==> src/bfp_pkg.sv <==
// package: constants, types and decode helpers for boot flash partition decode
package bfp_pkg;
    localparam int PTR_W = 16;
    localparam int PC_W = 13;
    localparam int PAGE_W = 7;
    localparam int WORD_W = 6;

    // pointer field positions per part
    localparam int PTR_BYTE_BIT = 0;
    localparam int PTR_WORD_LSB = 1;
    localparam int PTR_PC_TOP_4K = 12;
    localparam int PTR_PC_TOP_8K = 13;
    localparam int PTR_WORD_TOP_4K = 5;
    localparam int PTR_WORD_TOP_8K = 6;
    localparam int PTR_PAGE_LSB_4K = 6;
    localparam int PTR_PAGE_LSB_8K = 7;

    localparam logic [PC_W-1:0] BOOT_4K_128 = 13'h0F80;
    localparam logic [PC_W-1:0] BOOT_4K_256 = 13'h0F00;
    localparam logic [PC_W-1:0] BOOT_4K_512 = 13'h0E00;
    localparam logic [PC_W-1:0] BOOT_4K_1024 = 13'h0C00;
    localparam logic [PC_W-1:0] BOOT_8K_128 = 13'h1F80;
    localparam logic [PC_W-1:0] BOOT_8K_256 = 13'h1F00;
    localparam logic [PC_W-1:0] BOOT_8K_512 = 13'h1E00;
    localparam logic [PC_W-1:0] BOOT_8K_1024 = 13'h1C00;
    localparam logic [PC_W-1:0] FLASH_END_4K = 13'h0FFF;
    localparam logic [PC_W-1:0] FLASH_END_8K = 13'h1FFF;
    localparam logic [PC_W-1:0] STALL_BASE_4K = 13'h0C00;
    localparam logic [PC_W-1:0] STALL_BASE_8K = 13'h1C00;
    localparam int CONC_PAGES_4K = 96;
    localparam int CONC_PAGES_8K = 112;

    localparam logic [1:0] BSZ_128 = 2'h3;
    localparam logic [1:0] BSZ_256 = 2'h2;
    localparam logic [1:0] BSZ_512 = 2'h1;

    typedef enum logic [2:0] {
        BFP_CMD_NONE,
        BFP_CMD_FILL,
        BFP_CMD_ERASE,
        BFP_CMD_WRITE,
        BFP_CMD_READ_EN
    } bfp_cmd_e;

    typedef enum logic [1:0] {
        BFP_ST_IDLE,
        BFP_ST_CONC_OP,
        BFP_ST_STALL_OP
    } bfp_state_e;

    typedef struct packed {
        logic valid;
        bfp_cmd_e cmd;
        logic [PTR_W-1:0] ptr;
    } bfp_req_s;

    typedef struct packed {
        logic valid;
        logic [PTR_W-1:0] ptr;
    } bfp_rd_s;

    typedef struct packed {
        logic [PC_W-1:0] pc;
        logic [PAGE_W-1:0] page_index;
        logic [WORD_W-1:0] word_in_page_index;
        logic byte_high;
        logic in_boot;
        logic concurrent_read_section;
        logic stall_read_section;
    } bfp_map_s;

    typedef struct packed {
        bfp_state_e st;
        logic busy;
        logic op_go;
        logic op_erase;
        logic [PAGE_W-1:0] op_page;
        logic fill_go;
        logic [WORD_W-1:0] fill_word;
        logic rd_go;
        logic [PC_W-1:0] rd_addr;
        logic rd_hi;
    } bfp_core_s;

    function automatic logic [PC_W-1:0] boot_start(input logic part_8k, input logic [1:0] sz);
        logic [PC_W-1:0] s;
        case (sz)
            BSZ_128: s = part_8k ? BOOT_8K_128 : BOOT_4K_128;
            BSZ_256: s = part_8k ? BOOT_8K_256 : BOOT_4K_256;
            BSZ_512: s = part_8k ? BOOT_8K_512 : BOOT_4K_512;
            default: s = part_8k ? BOOT_8K_1024 : BOOT_4K_1024;
        endcase
        return s;
    endfunction
endpackage

==> src/bfp_addr_decode.sv <==
// combinational pointer split and section decode
`timescale 1ns/1ns
`default_nettype none
module bfp_addr_decode (
    input wire logic part_8k,
    input wire logic [1:0] boot_size,
    input wire logic [bfp_pkg::PTR_W-1:0] ptr,
    output bfp_pkg::bfp_map_s map
);
    logic [bfp_pkg::PC_W-1:0] vec;
    logic [bfp_pkg::PC_W-1:0] pc;

    always_comb begin
        vec = bfp_pkg::boot_start(part_8k, boot_size);
        if (part_8k) begin
            // top two pointer bits fall outside the slice
            pc = ptr[bfp_pkg::PTR_PC_TOP_8K:bfp_pkg::PTR_WORD_LSB];
            map.page_index = ptr[bfp_pkg::PTR_PC_TOP_8K:bfp_pkg::PTR_PAGE_LSB_8K];
            map.word_in_page_index = ptr[bfp_pkg::PTR_WORD_TOP_8K:bfp_pkg::PTR_WORD_LSB];
            map.stall_read_section = (pc >= bfp_pkg::STALL_BASE_8K);
            map.in_boot = (pc >= vec) && (pc <= bfp_pkg::FLASH_END_8K);
        end else begin
            pc = {1'b0, ptr[bfp_pkg::PTR_PC_TOP_4K:bfp_pkg::PTR_WORD_LSB]};
            map.page_index = ptr[bfp_pkg::PTR_PC_TOP_4K:bfp_pkg::PTR_PAGE_LSB_4K];
            map.word_in_page_index = {1'b0, ptr[bfp_pkg::PTR_WORD_TOP_4K:bfp_pkg::PTR_WORD_LSB]};
            map.stall_read_section = (pc >= bfp_pkg::STALL_BASE_4K);
            map.in_boot = (pc >= vec) && (pc <= bfp_pkg::FLASH_END_4K);
        end
        map.pc = pc;
        map.concurrent_read_section = !map.stall_read_section;
        map.byte_high = ptr[bfp_pkg::PTR_BYTE_BIT];
    end
endmodule // bfp_addr_decode
`default_nettype wire

==> src/bfp_partition.sv <==
// partition decode, busy tracking and core halt for flash self-programming
`timescale 1ns/1ns
`default_nettype none
module bfp_partition (
    input wire logic ref_clk,
    input wire logic rst,
    input wire logic part_8k,
    input wire logic boot_size_sel_hi,
    input wire logic boot_size_sel_lo,
    input wire bfp_pkg::bfp_req_s req,
    output logic req_ready,
    input wire bfp_pkg::bfp_rd_s rd,
    output logic rd_blocked,
    input wire logic op_done,
    output logic [bfp_pkg::PC_W-1:0] boot_reset_vector,
    output logic op_start,
    output logic op_erase,
    output logic [bfp_pkg::PAGE_W-1:0] op_page,
    output logic fill_strobe,
    output logic [bfp_pkg::WORD_W-1:0] fill_word,
    output logic rd_strobe,
    output logic [bfp_pkg::PC_W-1:0] rd_addr,
    output logic rd_byte_high,
    output logic section_busy_flag,
    output logic core_halt,
    output bfp_pkg::bfp_map_s req_map
);
    logic [1:0] boot_size;
    bfp_pkg::bfp_map_s rd_map;
    bfp_pkg::bfp_core_s cur_r;
    bfp_pkg::bfp_core_s cur_nxt;
    logic take;
    logic is_prog;

    assign boot_size = {boot_size_sel_hi, boot_size_sel_lo};

    bfp_addr_decode u_req_dec (
        .part_8k(part_8k),
        .boot_size(boot_size),
        .ptr(req.ptr),
        .map(req_map)
    );

    bfp_addr_decode u_rd_dec (
        .part_8k(part_8k),
        .boot_size(boot_size),
        .ptr(rd.ptr),
        .map(rd_map)
    );

    // static fuses, so no register between them and the vector
    assign boot_reset_vector = bfp_pkg::boot_start(part_8k, boot_size);

    // new commands wait while an erase or write runs
    assign req_ready = (cur_r.st == bfp_pkg::BFP_ST_IDLE);
    assign take = req.valid && req_ready;
    assign is_prog = (req.cmd == bfp_pkg::BFP_CMD_ERASE) || (req.cmd == bfp_pkg::BFP_CMD_WRITE);

    assign rd_blocked = rd.valid && cur_r.busy && rd_map.concurrent_read_section;
    assign core_halt = (cur_r.st == bfp_pkg::BFP_ST_STALL_OP);
    assign section_busy_flag = cur_r.busy;
    assign op_start = cur_r.op_go;
    assign op_erase = cur_r.op_erase;
    assign op_page = cur_r.op_page;
    assign fill_strobe = cur_r.fill_go;
    assign fill_word = cur_r.fill_word;
    assign rd_strobe = cur_r.rd_go;
    assign rd_addr = cur_r.rd_addr;
    assign rd_byte_high = cur_r.rd_hi;

    always_comb begin
        cur_nxt = cur_r;
        cur_nxt.op_go = 1'b0;
        cur_nxt.fill_go = 1'b0;
        cur_nxt.rd_go = 1'b0;
        case (cur_r.st)
            bfp_pkg::BFP_ST_IDLE: begin
                if (take && is_prog) begin
                    // word index bits are not used for a page operation
                    cur_nxt.op_go = 1'b1;
                    cur_nxt.op_erase = (req.cmd == bfp_pkg::BFP_CMD_ERASE);
                    cur_nxt.op_page = req_map.page_index;
                    if (req_map.stall_read_section) begin
                        cur_nxt.st = bfp_pkg::BFP_ST_STALL_OP;
                    end else begin
                        cur_nxt.st = bfp_pkg::BFP_ST_CONC_OP;
                        cur_nxt.busy = 1'b1;
                    end
                end else if (take && req.cmd == bfp_pkg::BFP_CMD_FILL) begin
                    // pointer bit 0 ignored for a buffer fill
                    cur_nxt.fill_go = 1'b1;
                    cur_nxt.fill_word = req_map.word_in_page_index;
                    cur_nxt.busy = 1'b0;
                end else if (take && req.cmd == bfp_pkg::BFP_CMD_READ_EN) begin
                    cur_nxt.busy = 1'b0;
                end
            end
            bfp_pkg::BFP_ST_CONC_OP: begin
                // busy stays up after completion until a read re-enable or a buffer fill
                if (op_done) begin
                    cur_nxt.st = bfp_pkg::BFP_ST_IDLE;
                end
            end
            bfp_pkg::BFP_ST_STALL_OP: begin
                if (op_done) begin
                    cur_nxt.st = bfp_pkg::BFP_ST_IDLE;
                end
            end
            default: begin
                cur_nxt.st = bfp_pkg::BFP_ST_IDLE;
            end
        endcase
        // a blocked read returns nothing
        if (rd.valid && !rd_blocked) begin
            cur_nxt.rd_go = 1'b1;
            cur_nxt.rd_addr = rd_map.pc;
            cur_nxt.rd_hi = rd_map.byte_high;
        end
    end

    always_ff @(posedge ref_clk or posedge rst) begin
        if (rst) begin
            cur_r <= '0;
        end else begin
            cur_r <= cur_nxt;
        end
    end
endmodule // bfp_partition
`default_nettype wire

==> config.mk <==
export PLATFORM = sky130hd
export DESIGN_NAME = bfp_partition
export DESIGN_NICKNAME = d
export VERILOG_FILES = /design/src/bfp_pkg.sv /design/src/bfp_addr_decode.sv /design/src/bfp_partition.sv
export SDC_FILE = /design/constraint.sdc
export NUM_CORES = 1
export LEC_CHECK = 0
export BUFFER_PORTS_ARGS = -buffer_cell sky130_fd_sc_hd__buf_4
export CAP_MARGIN = 40
export CORE_AREA = 2 2 81 83
export DETAILED_ROUTE_END_ITERATION = 10
export DIE_AREA = 0 0 83 85
export PLACE_DENSITY = 0.7
export SLEW_MARGIN = 0
export SYNTH_ARGS = -nofsm -noshare
export SYNTH_HDL_FRONTEND = slang
export SYNTH_SLANG_ARGS = --single-unit
export TNS_END_PERCENT = 100
==> constraint.sdc <==
create_clock -name ref_clk -period 1.7 [get_ports ref_clk]
set_input_delay 0.17 -clock ref_clk [delete_from_list [all_inputs] [get_ports ref_clk]]
set_output_delay 0.17 -clock ref_clk [all_outputs]
set_load 0.01 [all_outputs]
==> results of run 1 <==
==> logic make-up (layout without fill, tap and decap cells) <==
group	Yosys count	after routing	share of synthesized area (%)
compound gates	13	13	4.084
xor+xnor	1	1	0.4205
fa+ha+maj	7	7	4.204
buf+inv	72	135	23.48
flops	34	34	40.84
mux	33	33	19.22
other cells	2	9	0.3605
simple gates	23	23	7.388
==> final cells by class <==
type                       instances  area, sq um  area share, %
multi-input combinational         86        784.5          28.60
timing repair buffer             113        863.3          31.48
clock buffer                       6        82.58          3.011
tap                               77        96.34          3.513
inverter                          14        52.55          1.916
clock inverter                     2        12.51         0.4562
sequential                        34        850.8          31.02
==> per-layer routing <==
metal | GRT usage (%) | wire length (um) | vias up
li1 | - | - | 681
met1 | 14.99 | 1764 | 682
met2 | 21.92 | 2312 | 55
met3 | 3.696 | 250 | 8
met4 | 4.173 | 78 | 0
met5 | 0 | 0 | -
==> registers in the layout, indices dropped and copies added, names as in the netlist <==
name               flops
op_erase               1
section_busy_flag      1
fill_strobe            1
rd_addr               13
fill_word              6
cur_r                  2
op_start               1
rd_byte_high           1
rd_strobe              1
op_page                7
==> per-stage QoR <==
step	setup WS [ns]	std cells	area [sq um]
2_1_floorplan	0.02301	192	2110
4_1_cts	0.006628	332	2728
6_report	0.06935	332	2743
3_5_place_dp	0.03022	323	2623
5_1_grt	0.001006	332	2743
3_3_place_gp	0.07401	323	2623
==> power by group <==
part	leakage, nW	internal [W]	total [W]	switching, W
Sequential	0.411	0.00115	0.00133	0.000185
Combinational	0.974	0.000942	0.00158	0.000636
Clock	0.0472	0.000325	0.000628	0.000303
Total	1.43	0.00242	0.00354	0.00112
==> timing repair <==
| action | 4_1_cts | 5_1_grt |
|---|---|---|
| hold endpoints to repair | 11 | 0 |
| setup endpoints to repair | 0 | 13 |
| hold buffers | 1 | 0 |
| gates resized for setup | 0 | 3 |
==> worst paths after layout <==
kind	startpoint	to	slack (ns)	cells past startpoint
hold / removal	req[16]	op_erase	0.10	2
setup reg to reg	cur_r[32]	fill_word[3]	0.07	6
max in group asynchronous	rst	fill_word[4]	0.66	4
setup / recovery	cur_r[32]	fill_word[3]	0.07	6
hold reg to reg	fill_word[0]	fill_word[0]	0.49	1
min in group asynchronous	rst	rd_addr[9]	0.47	3
==> cells in the mapped netlist (2+ instances only) <==
| cell type | number | share of area [%] |
|---|---|---|
| a21oi_1 | 4 | 0.96 |
| nor2_1 | 5 | 0.90 |
| nor2b_1 | 2 | 0.60 |
| mux2_4 | 8 | 5.8 |
| buf_6 | 2 | 1.1 |
| nand2_1 | 5 | 0.90 |
| mux2_2 | 23 | 12 |
| inv_1 | 14 | 2.5 |
| buf_4 | 54 | 19 |
| ha_1 | 7 | 4.2 |
| conb_1 | 2 | 0.36 |
| a22o_1 | 2 | 0.84 |
| o21ai_0 | 3 | 0.72 |
| and2_1 | 2 | 0.60 |
| dfrtp_1 | 34 | 41 |
==> worst max-delay path: stages, from the launching register on <==
cell and delay (ns):
dfrtp_1 0.39, inv_1 0.12, ha_4 0.17, nand3b_2 0.11
nor3b_4 0.24, buf_12 0.15, mux2_2 0.32
==> metrics.cfg, run 1 <==
[timing]
max_freq_ghz = 0.6133
final.setup.tns_ns = 0
period_share_pct = 95.92
fin_skew_ns = 0.006958
hold_viol = 0
drv_slew = 0
finalSetupViolations = 0
rsz0062_at_grt = true
hold_slack_ns = 0.1023
post-route-min-period_ns = 1.631

[detailed_routing]
wl_mm = 4.406
wl_per_cell_um = 13.27
ant_nets = 0
vias = 1426
drtIter0Drc = 13
remaining_drc_errors = 0
vias_per_cell = 4.295
first_pass_iters = 4

[global_routing]
overflow = 0
antenna_found_initial = 0
grt_use_total_pct = 12.60
grt_first_pass_wirelength_mm = 7.051
grt_max_degree = 16
first_global_vias = 1378

[synthesis]
synth_cells = 185
ys_ff_latch = 34
synth.distinct_cells = 33
postSynth.asyncResetShare_pct = 100.0
synth_edf_count = 0
ys_warn_count = 0
ys_seq_area_share_pct = 40.84
netlist_area_sq_um = 2083
syn_avg_cell_area_sq_um = 11.26
synthFlopType = dfrtp_1

[clocking]
worstSkewPairLatency_ns = 0.29
numClockSinks = 34
clk_pin_slew_ns = 0.07
cts_root_buffer = clkbuf_8
cts_setup_buffers = 0
cts_made_buffers = 5
htreeDepth = 2
cts_tree = yes
clockBufferDepth = 2

[floorplan]
die_h_um = 85
core_area_sq_um = 6205
fp-row-count = 29
initial_core_util_pct = 33.58
die_x_um = 83
dieArea_sq_um = 7055
io_pins = 121

[power]
p_per_area_nw_per_um2 = 1291
ir_drop_mv = 0.6366
p_leak_nw = 1.433
finalPower_w = 0.003540

[critical_path]
cp-start-kind = flip-flop
end_kind = flip-flop
arrival_ns = 1.80
cp_max_fo = 7
worstPathRequired_ns = 1.87
critical_path_class = reg -> reg

[layout]
layout_commonest_cell = buf_4
nNetsFinal = 304
area_growth_pct = 31.65
fillers = 611
drive_gt1_share_pct = 62.35
diodes = 0
layout_common_cells = buf_4, dfrtp_1, mux2_2
post-route-util_pct = 44.20

[placed_design]
gp_congestion = 0.7494
port_buffers = 105
dp_hpwl_mm = 3.570

[flow_run]
drv_cap = 0

[outcome]
status = finished, final reports clean

[hold_path]
hold_path_class = in -> reg

No activity file was read; power rests on OpenSTA's default activity.
==> run 2, diff against run 1 <==
--- a/config.mk
+++ b/config.mk
@@ -5,11 +5,12 @@
 export SDC_FILE = /design/constraint.sdc
 export NUM_CORES = 1
 export LEC_CHECK = 0
+export ABC_AREA = 1
 export BUFFER_PORTS_ARGS = -buffer_cell sky130_fd_sc_hd__buf_4
 export CAP_MARGIN = 40
-export CORE_AREA = 2 2 81 83
+export CORE_AREA = 2 2 83 85
 export DETAILED_ROUTE_END_ITERATION = 10
-export DIE_AREA = 0 0 83 85
+export DIE_AREA = 0 0 85 87
 export PLACE_DENSITY = 0.7
 export SLEW_MARGIN = 0
 export SYNTH_ARGS = -nofsm -noshare
==> run 2 against run 1 <==
  * Utilization fell by 1.8 points
  * Synthesized cell count rose by 55%
  * Clock-buffer cell count rose by 1
  * Combinational power fell by 23%
  * Area after synthesis rose by 5.6%
  * Sequential cell count did not move
  * Maximum frequency rose by 6.2%
  * Non-clock buffer count fell by 4
  * First-iteration DRC count rose to 4.3 times the previous value
  * Largest cell class is now registers
  * Highest routed layer unchanged
==> metrics.cfg, run 2 <==
[outcome]
status = finished, final reports clean  ; unchanged

[clocking]
htreeDepth = 2  ; unchanged
numClockSinks = 34  ; unchanged
clk_pin_slew_ns = 0.07  ; about the same
cts_resized = 0  ; unchanged
cts_made_buffers = 5  ; unchanged
cts_tree = yes  ; unchanged
clockBufferDepth = 2  ; unchanged
cts_root_buffer = clkbuf_8  ; unchanged
worstSkewPairLatency_ns = 0.28  ; was 0.29 ns

[layout]
seq_area_sq_um = 850.8  ; unchanged
postLayoutCellArea_sq_um = 2786  ; was 2743 sq um
nNetsFinal = 398  ; was 304
area_growth_pct = 26.68  ; was 31.65%
final_cells = 429  ; was 332
post-route-util_pct = 42.42  ; was 44.20%
multiInputGateArea_sq_um = 819.5  ; was 784.5 sq um
layout_commonest_cell = buf_4  ; unchanged
fillers = 704  ; was 611
largest_reg_flops = 13  ; unchanged
drive_gt1_share_pct = 35.82  ; was 62.35%
diodes = 0  ; unchanged
layout_common_cells = buf_4, nand2_1, dfrtp_1  ; was buf_4, dfrtp_1, mux2_2

[critical_path]
crit_end = req_map[2]  ; was fill_word[3]
slowest_stage = ha_1  ; was dfrtp_1
arrival_ns = 1.37  ; was 1.80 ns
path_buf_inv = 2  ; unchanged
cp_max_fo = 3  ; was 7
path_cells = buf_4, nor2_1, ha_1, nand2_1, nor2_1, nand2_1, o21ai_0, nor2_1, nand2_1, buf_4  ; was inv_1, ha_4, nand3b_2, nor3b_4, buf_12, mux2_2
cpLargestDelayFamily = simple AND/OR/NAND/NOR gates  ; was flip-flops
cp-start-kind = primary input  ; was flip-flop
crit_start = boot_size_sel_lo  ; was cur_r[32]
r2r_cells = 8  ; was 6
crit_cells = 10  ; was 6
reg2reg_slack_ns = 0.20  ; was 0.07 ns
r2r-end = section_busy_flag  ; was fill_word[3]
r2r_start = cur_r[32]  ; unchanged
critical_path_class = in -> out  ; was reg -> reg
slowest_delay_ns = 0.28  ; was 0.39 ns
end_kind = primary output  ; was flip-flop
worstPathRequired_ns = 1.53  ; was 1.87 ns

[synthesis]
synth-adder-area-share_pct = 3.982  ; was 4.204%
synth.top_cell.area_share_pct = 38.68  ; was 40.84%
synth_cells = 286  ; was 185
synthFlopType = dfrtp_1  ; unchanged
synth_edf_count = 0  ; unchanged
ys_top_cells_by_area = dfrtp_1, buf_4, nand2_1, ha_1, inv_1  ; was dfrtp_1, buf_4, mux2_2, mux2_4, ha_1
postSynth.asyncResetShare_pct = 100.0  ; unchanged
muxShareOfSynthArea_pct = 0  ; was 19.22%
netlist_area_sq_um = 2200  ; was 2083 sq um
synth_top_family_by_area = simple AND/OR/NAND/NOR gates  ; was buffers and inverters
yosysTopAreaCell = dfrtp_1  ; unchanged
synth.distinct_cells = 27  ; was 33
ys_warn_count = 0  ; unchanged
synth_common_cells = nand2_1, buf_4, dfrtp_1  ; was buf_4, dfrtp_1, mux2_2
synth_simple_gate_area_share_pct = 27.42  ; was 7.387%
ys_ff_latch = 34  ; unchanged
synth_compound_area_share_pct = 3.925  ; was 4.084%
syn_avg_cell_area_sq_um = 7.691  ; was 11.26 sq um
synth_xor_area_share_pct = 0.3982  ; was 0.4204%
synth.most_common_cell = nand2_1  ; was buf_4
ys_seq_area_share_pct = 38.68  ; was 40.84%

[detailed_routing]
remaining_drc_errors = 0  ; unchanged
wl_per_cell_um = 11.87  ; was 13.27 um
drtIter0Drc = 56  ; was 13
vias = 1913  ; was 1,426
vias_per_cell = 4.459  ; was 4.295
first_pass_iters = 4  ; unchanged
ant_nets = 0  ; unchanged
wl_mm = 5.094  ; was 4.406 mm

[floorplan]
dieArea_sq_um = 7395  ; was 7055 sq um
core_area_sq_um = 6569  ; was 6205 sq um
initial_core_util_pct = 33.49  ; was 33.58%
die_h_um = 87  ; was 85 um
die_x_um = 85  ; was 83 um
io_pins = 121  ; unchanged
fp-row-count = 30  ; was 29

[placed_design]
port_buffers = 105  ; unchanged
placed_area_sq_um = 2685  ; was 2623 sq um
gp_congestion = 0.7687  ; was 0.7494
place_inst = 420  ; was 323
dp_hpwl_mm = 4.070  ; was 3.570 mm

[global_routing]
grt_max_degree = 35  ; was 16
grt.met3_usage_pct = 4.645  ; was 3.696%
antenna_found_initial = 0  ; unchanged
grt_use_total_pct = 14.00  ; was 12.60%
top_usage_layer = met2  ; unchanged
overflow = 0  ; unchanged
first_global_vias = 1794  ; was 1,378
grt.met1_usage_pct = 15.99  ; was 14.99%
grtUsageMet2_pct = 24.79  ; was 21.92%
grt_first_pass_wirelength_mm = 8.252  ; was 7.051 mm

[timing]
final.setup.tns_ns = 0  ; unchanged
hold_viol = 0  ; unchanged
drv_slew = 0  ; unchanged
period_share_pct = 90.35  ; was 95.92%
post-route-min-period_ns = 1.536  ; was 1.631 ns
rsz0062_at_grt = false  ; was true
fin_skew_ns = 0.004606  ; was 0.006958 ns
max_freq_ghz = 0.6510  ; was 0.6133 GHz
finalSetupViolations = 0  ; unchanged

[power]
p_leak_nw = 1.604  ; was 1.433 nW
p_per_area_nw_per_um2 = 1079  ; was 1291 nW/um^2
ir_drop_mv = 0.3750  ; was 0.6366 mV

[flow_run]
drv_cap = 0  ; unchanged

[hold_path]
hold_path_class = in -> reg  ; unchanged

-- run 2: changes by cell type in the layout (fill, tap and decap cells not counted), moves of 3 or more --
cell | before | now
nand2_1 | 5 | 101
buf_4 | 111 | 108
mux2_4 | 8 | 0
inv_1 | 14 | 23
nand3_1 | 1 | 15
o21ai_0 | 3 | 9
mux2_2 | 23 | 0
a21oi_1 | 4 | 0
nor2_1 | 4 | 15
-- run 2: worst min-delay path by stage --
stage            start           end  slack, ns  cells after the start
6_report       req[16]      op_erase       0.11                      2
5_1_grt         req[3]  fill_word[2]       0.12                      3
4_1_cts        req[16]      op_erase        0.1                      2
3_5_place_dp       rst     rd_strobe       0.30                      3
3_3_place_gp       rst      op_erase       0.30                      3
2_1_floorplan  req[16]      op_erase       0.28                      1
-- run 2: repair_timing --
action                    CTS  global route
hold endpoints to repair   18             0
setup buffers               0             0
hold buffers                1             0
-- run 2: cell families after synthesis --
| logic type | count (synthesis) |
|---|---|
| xor+xnor | 1 |
| flops | 34 |
| fa+ha+maj | 7 |
| compound gates | 14 |
| simple gates | 140 |
| buf+inv | 88 |
| other cells | 2 |
-- run 2: layer usage --
layer  share of wire, %  routed length, um  vias to the layer above
li1                   -                  -                      938
met1                 40               2049                      882
met2                 50               2524                       87
met3                9.2                468                        6
met4                1.0                 51                        0
met5                  0                  0                        -
-- run 2: per-stage QoR --
step                hold slack (ns)  setup WS (ns)  power [W]
floorplan                    0.2791         0.3586   0.002094
global placement             0.3035         0.2177   0.002413
detailed placement           0.3044         0.1838   0.002444
CTS                         0.09657         0.1734   0.003063
global route                 0.1175        0.01878   0.003260
finish                       0.1079         0.1640   0.003007
-- run 2: power by group --
group / internal, W / leakage (nW) / switching [W]
sequential: 0.00105 / 0.425 / 0.000145
combinational: 0.000588 / 1.13 / 0.000622
clock: 0.000326 / 0.0482 / 0.000273
-- run 2: area by class of cell --
class                   instances  share of cell area, %
flip-flops and latches         34                  30.53
repair buffers                109                  29.46
multi-input cells             171                  29.41
inverters                      27                  3.727
well taps                      80                  3.592
clock buffers                   7                  3.098
clock inverters                 1                 0.1796
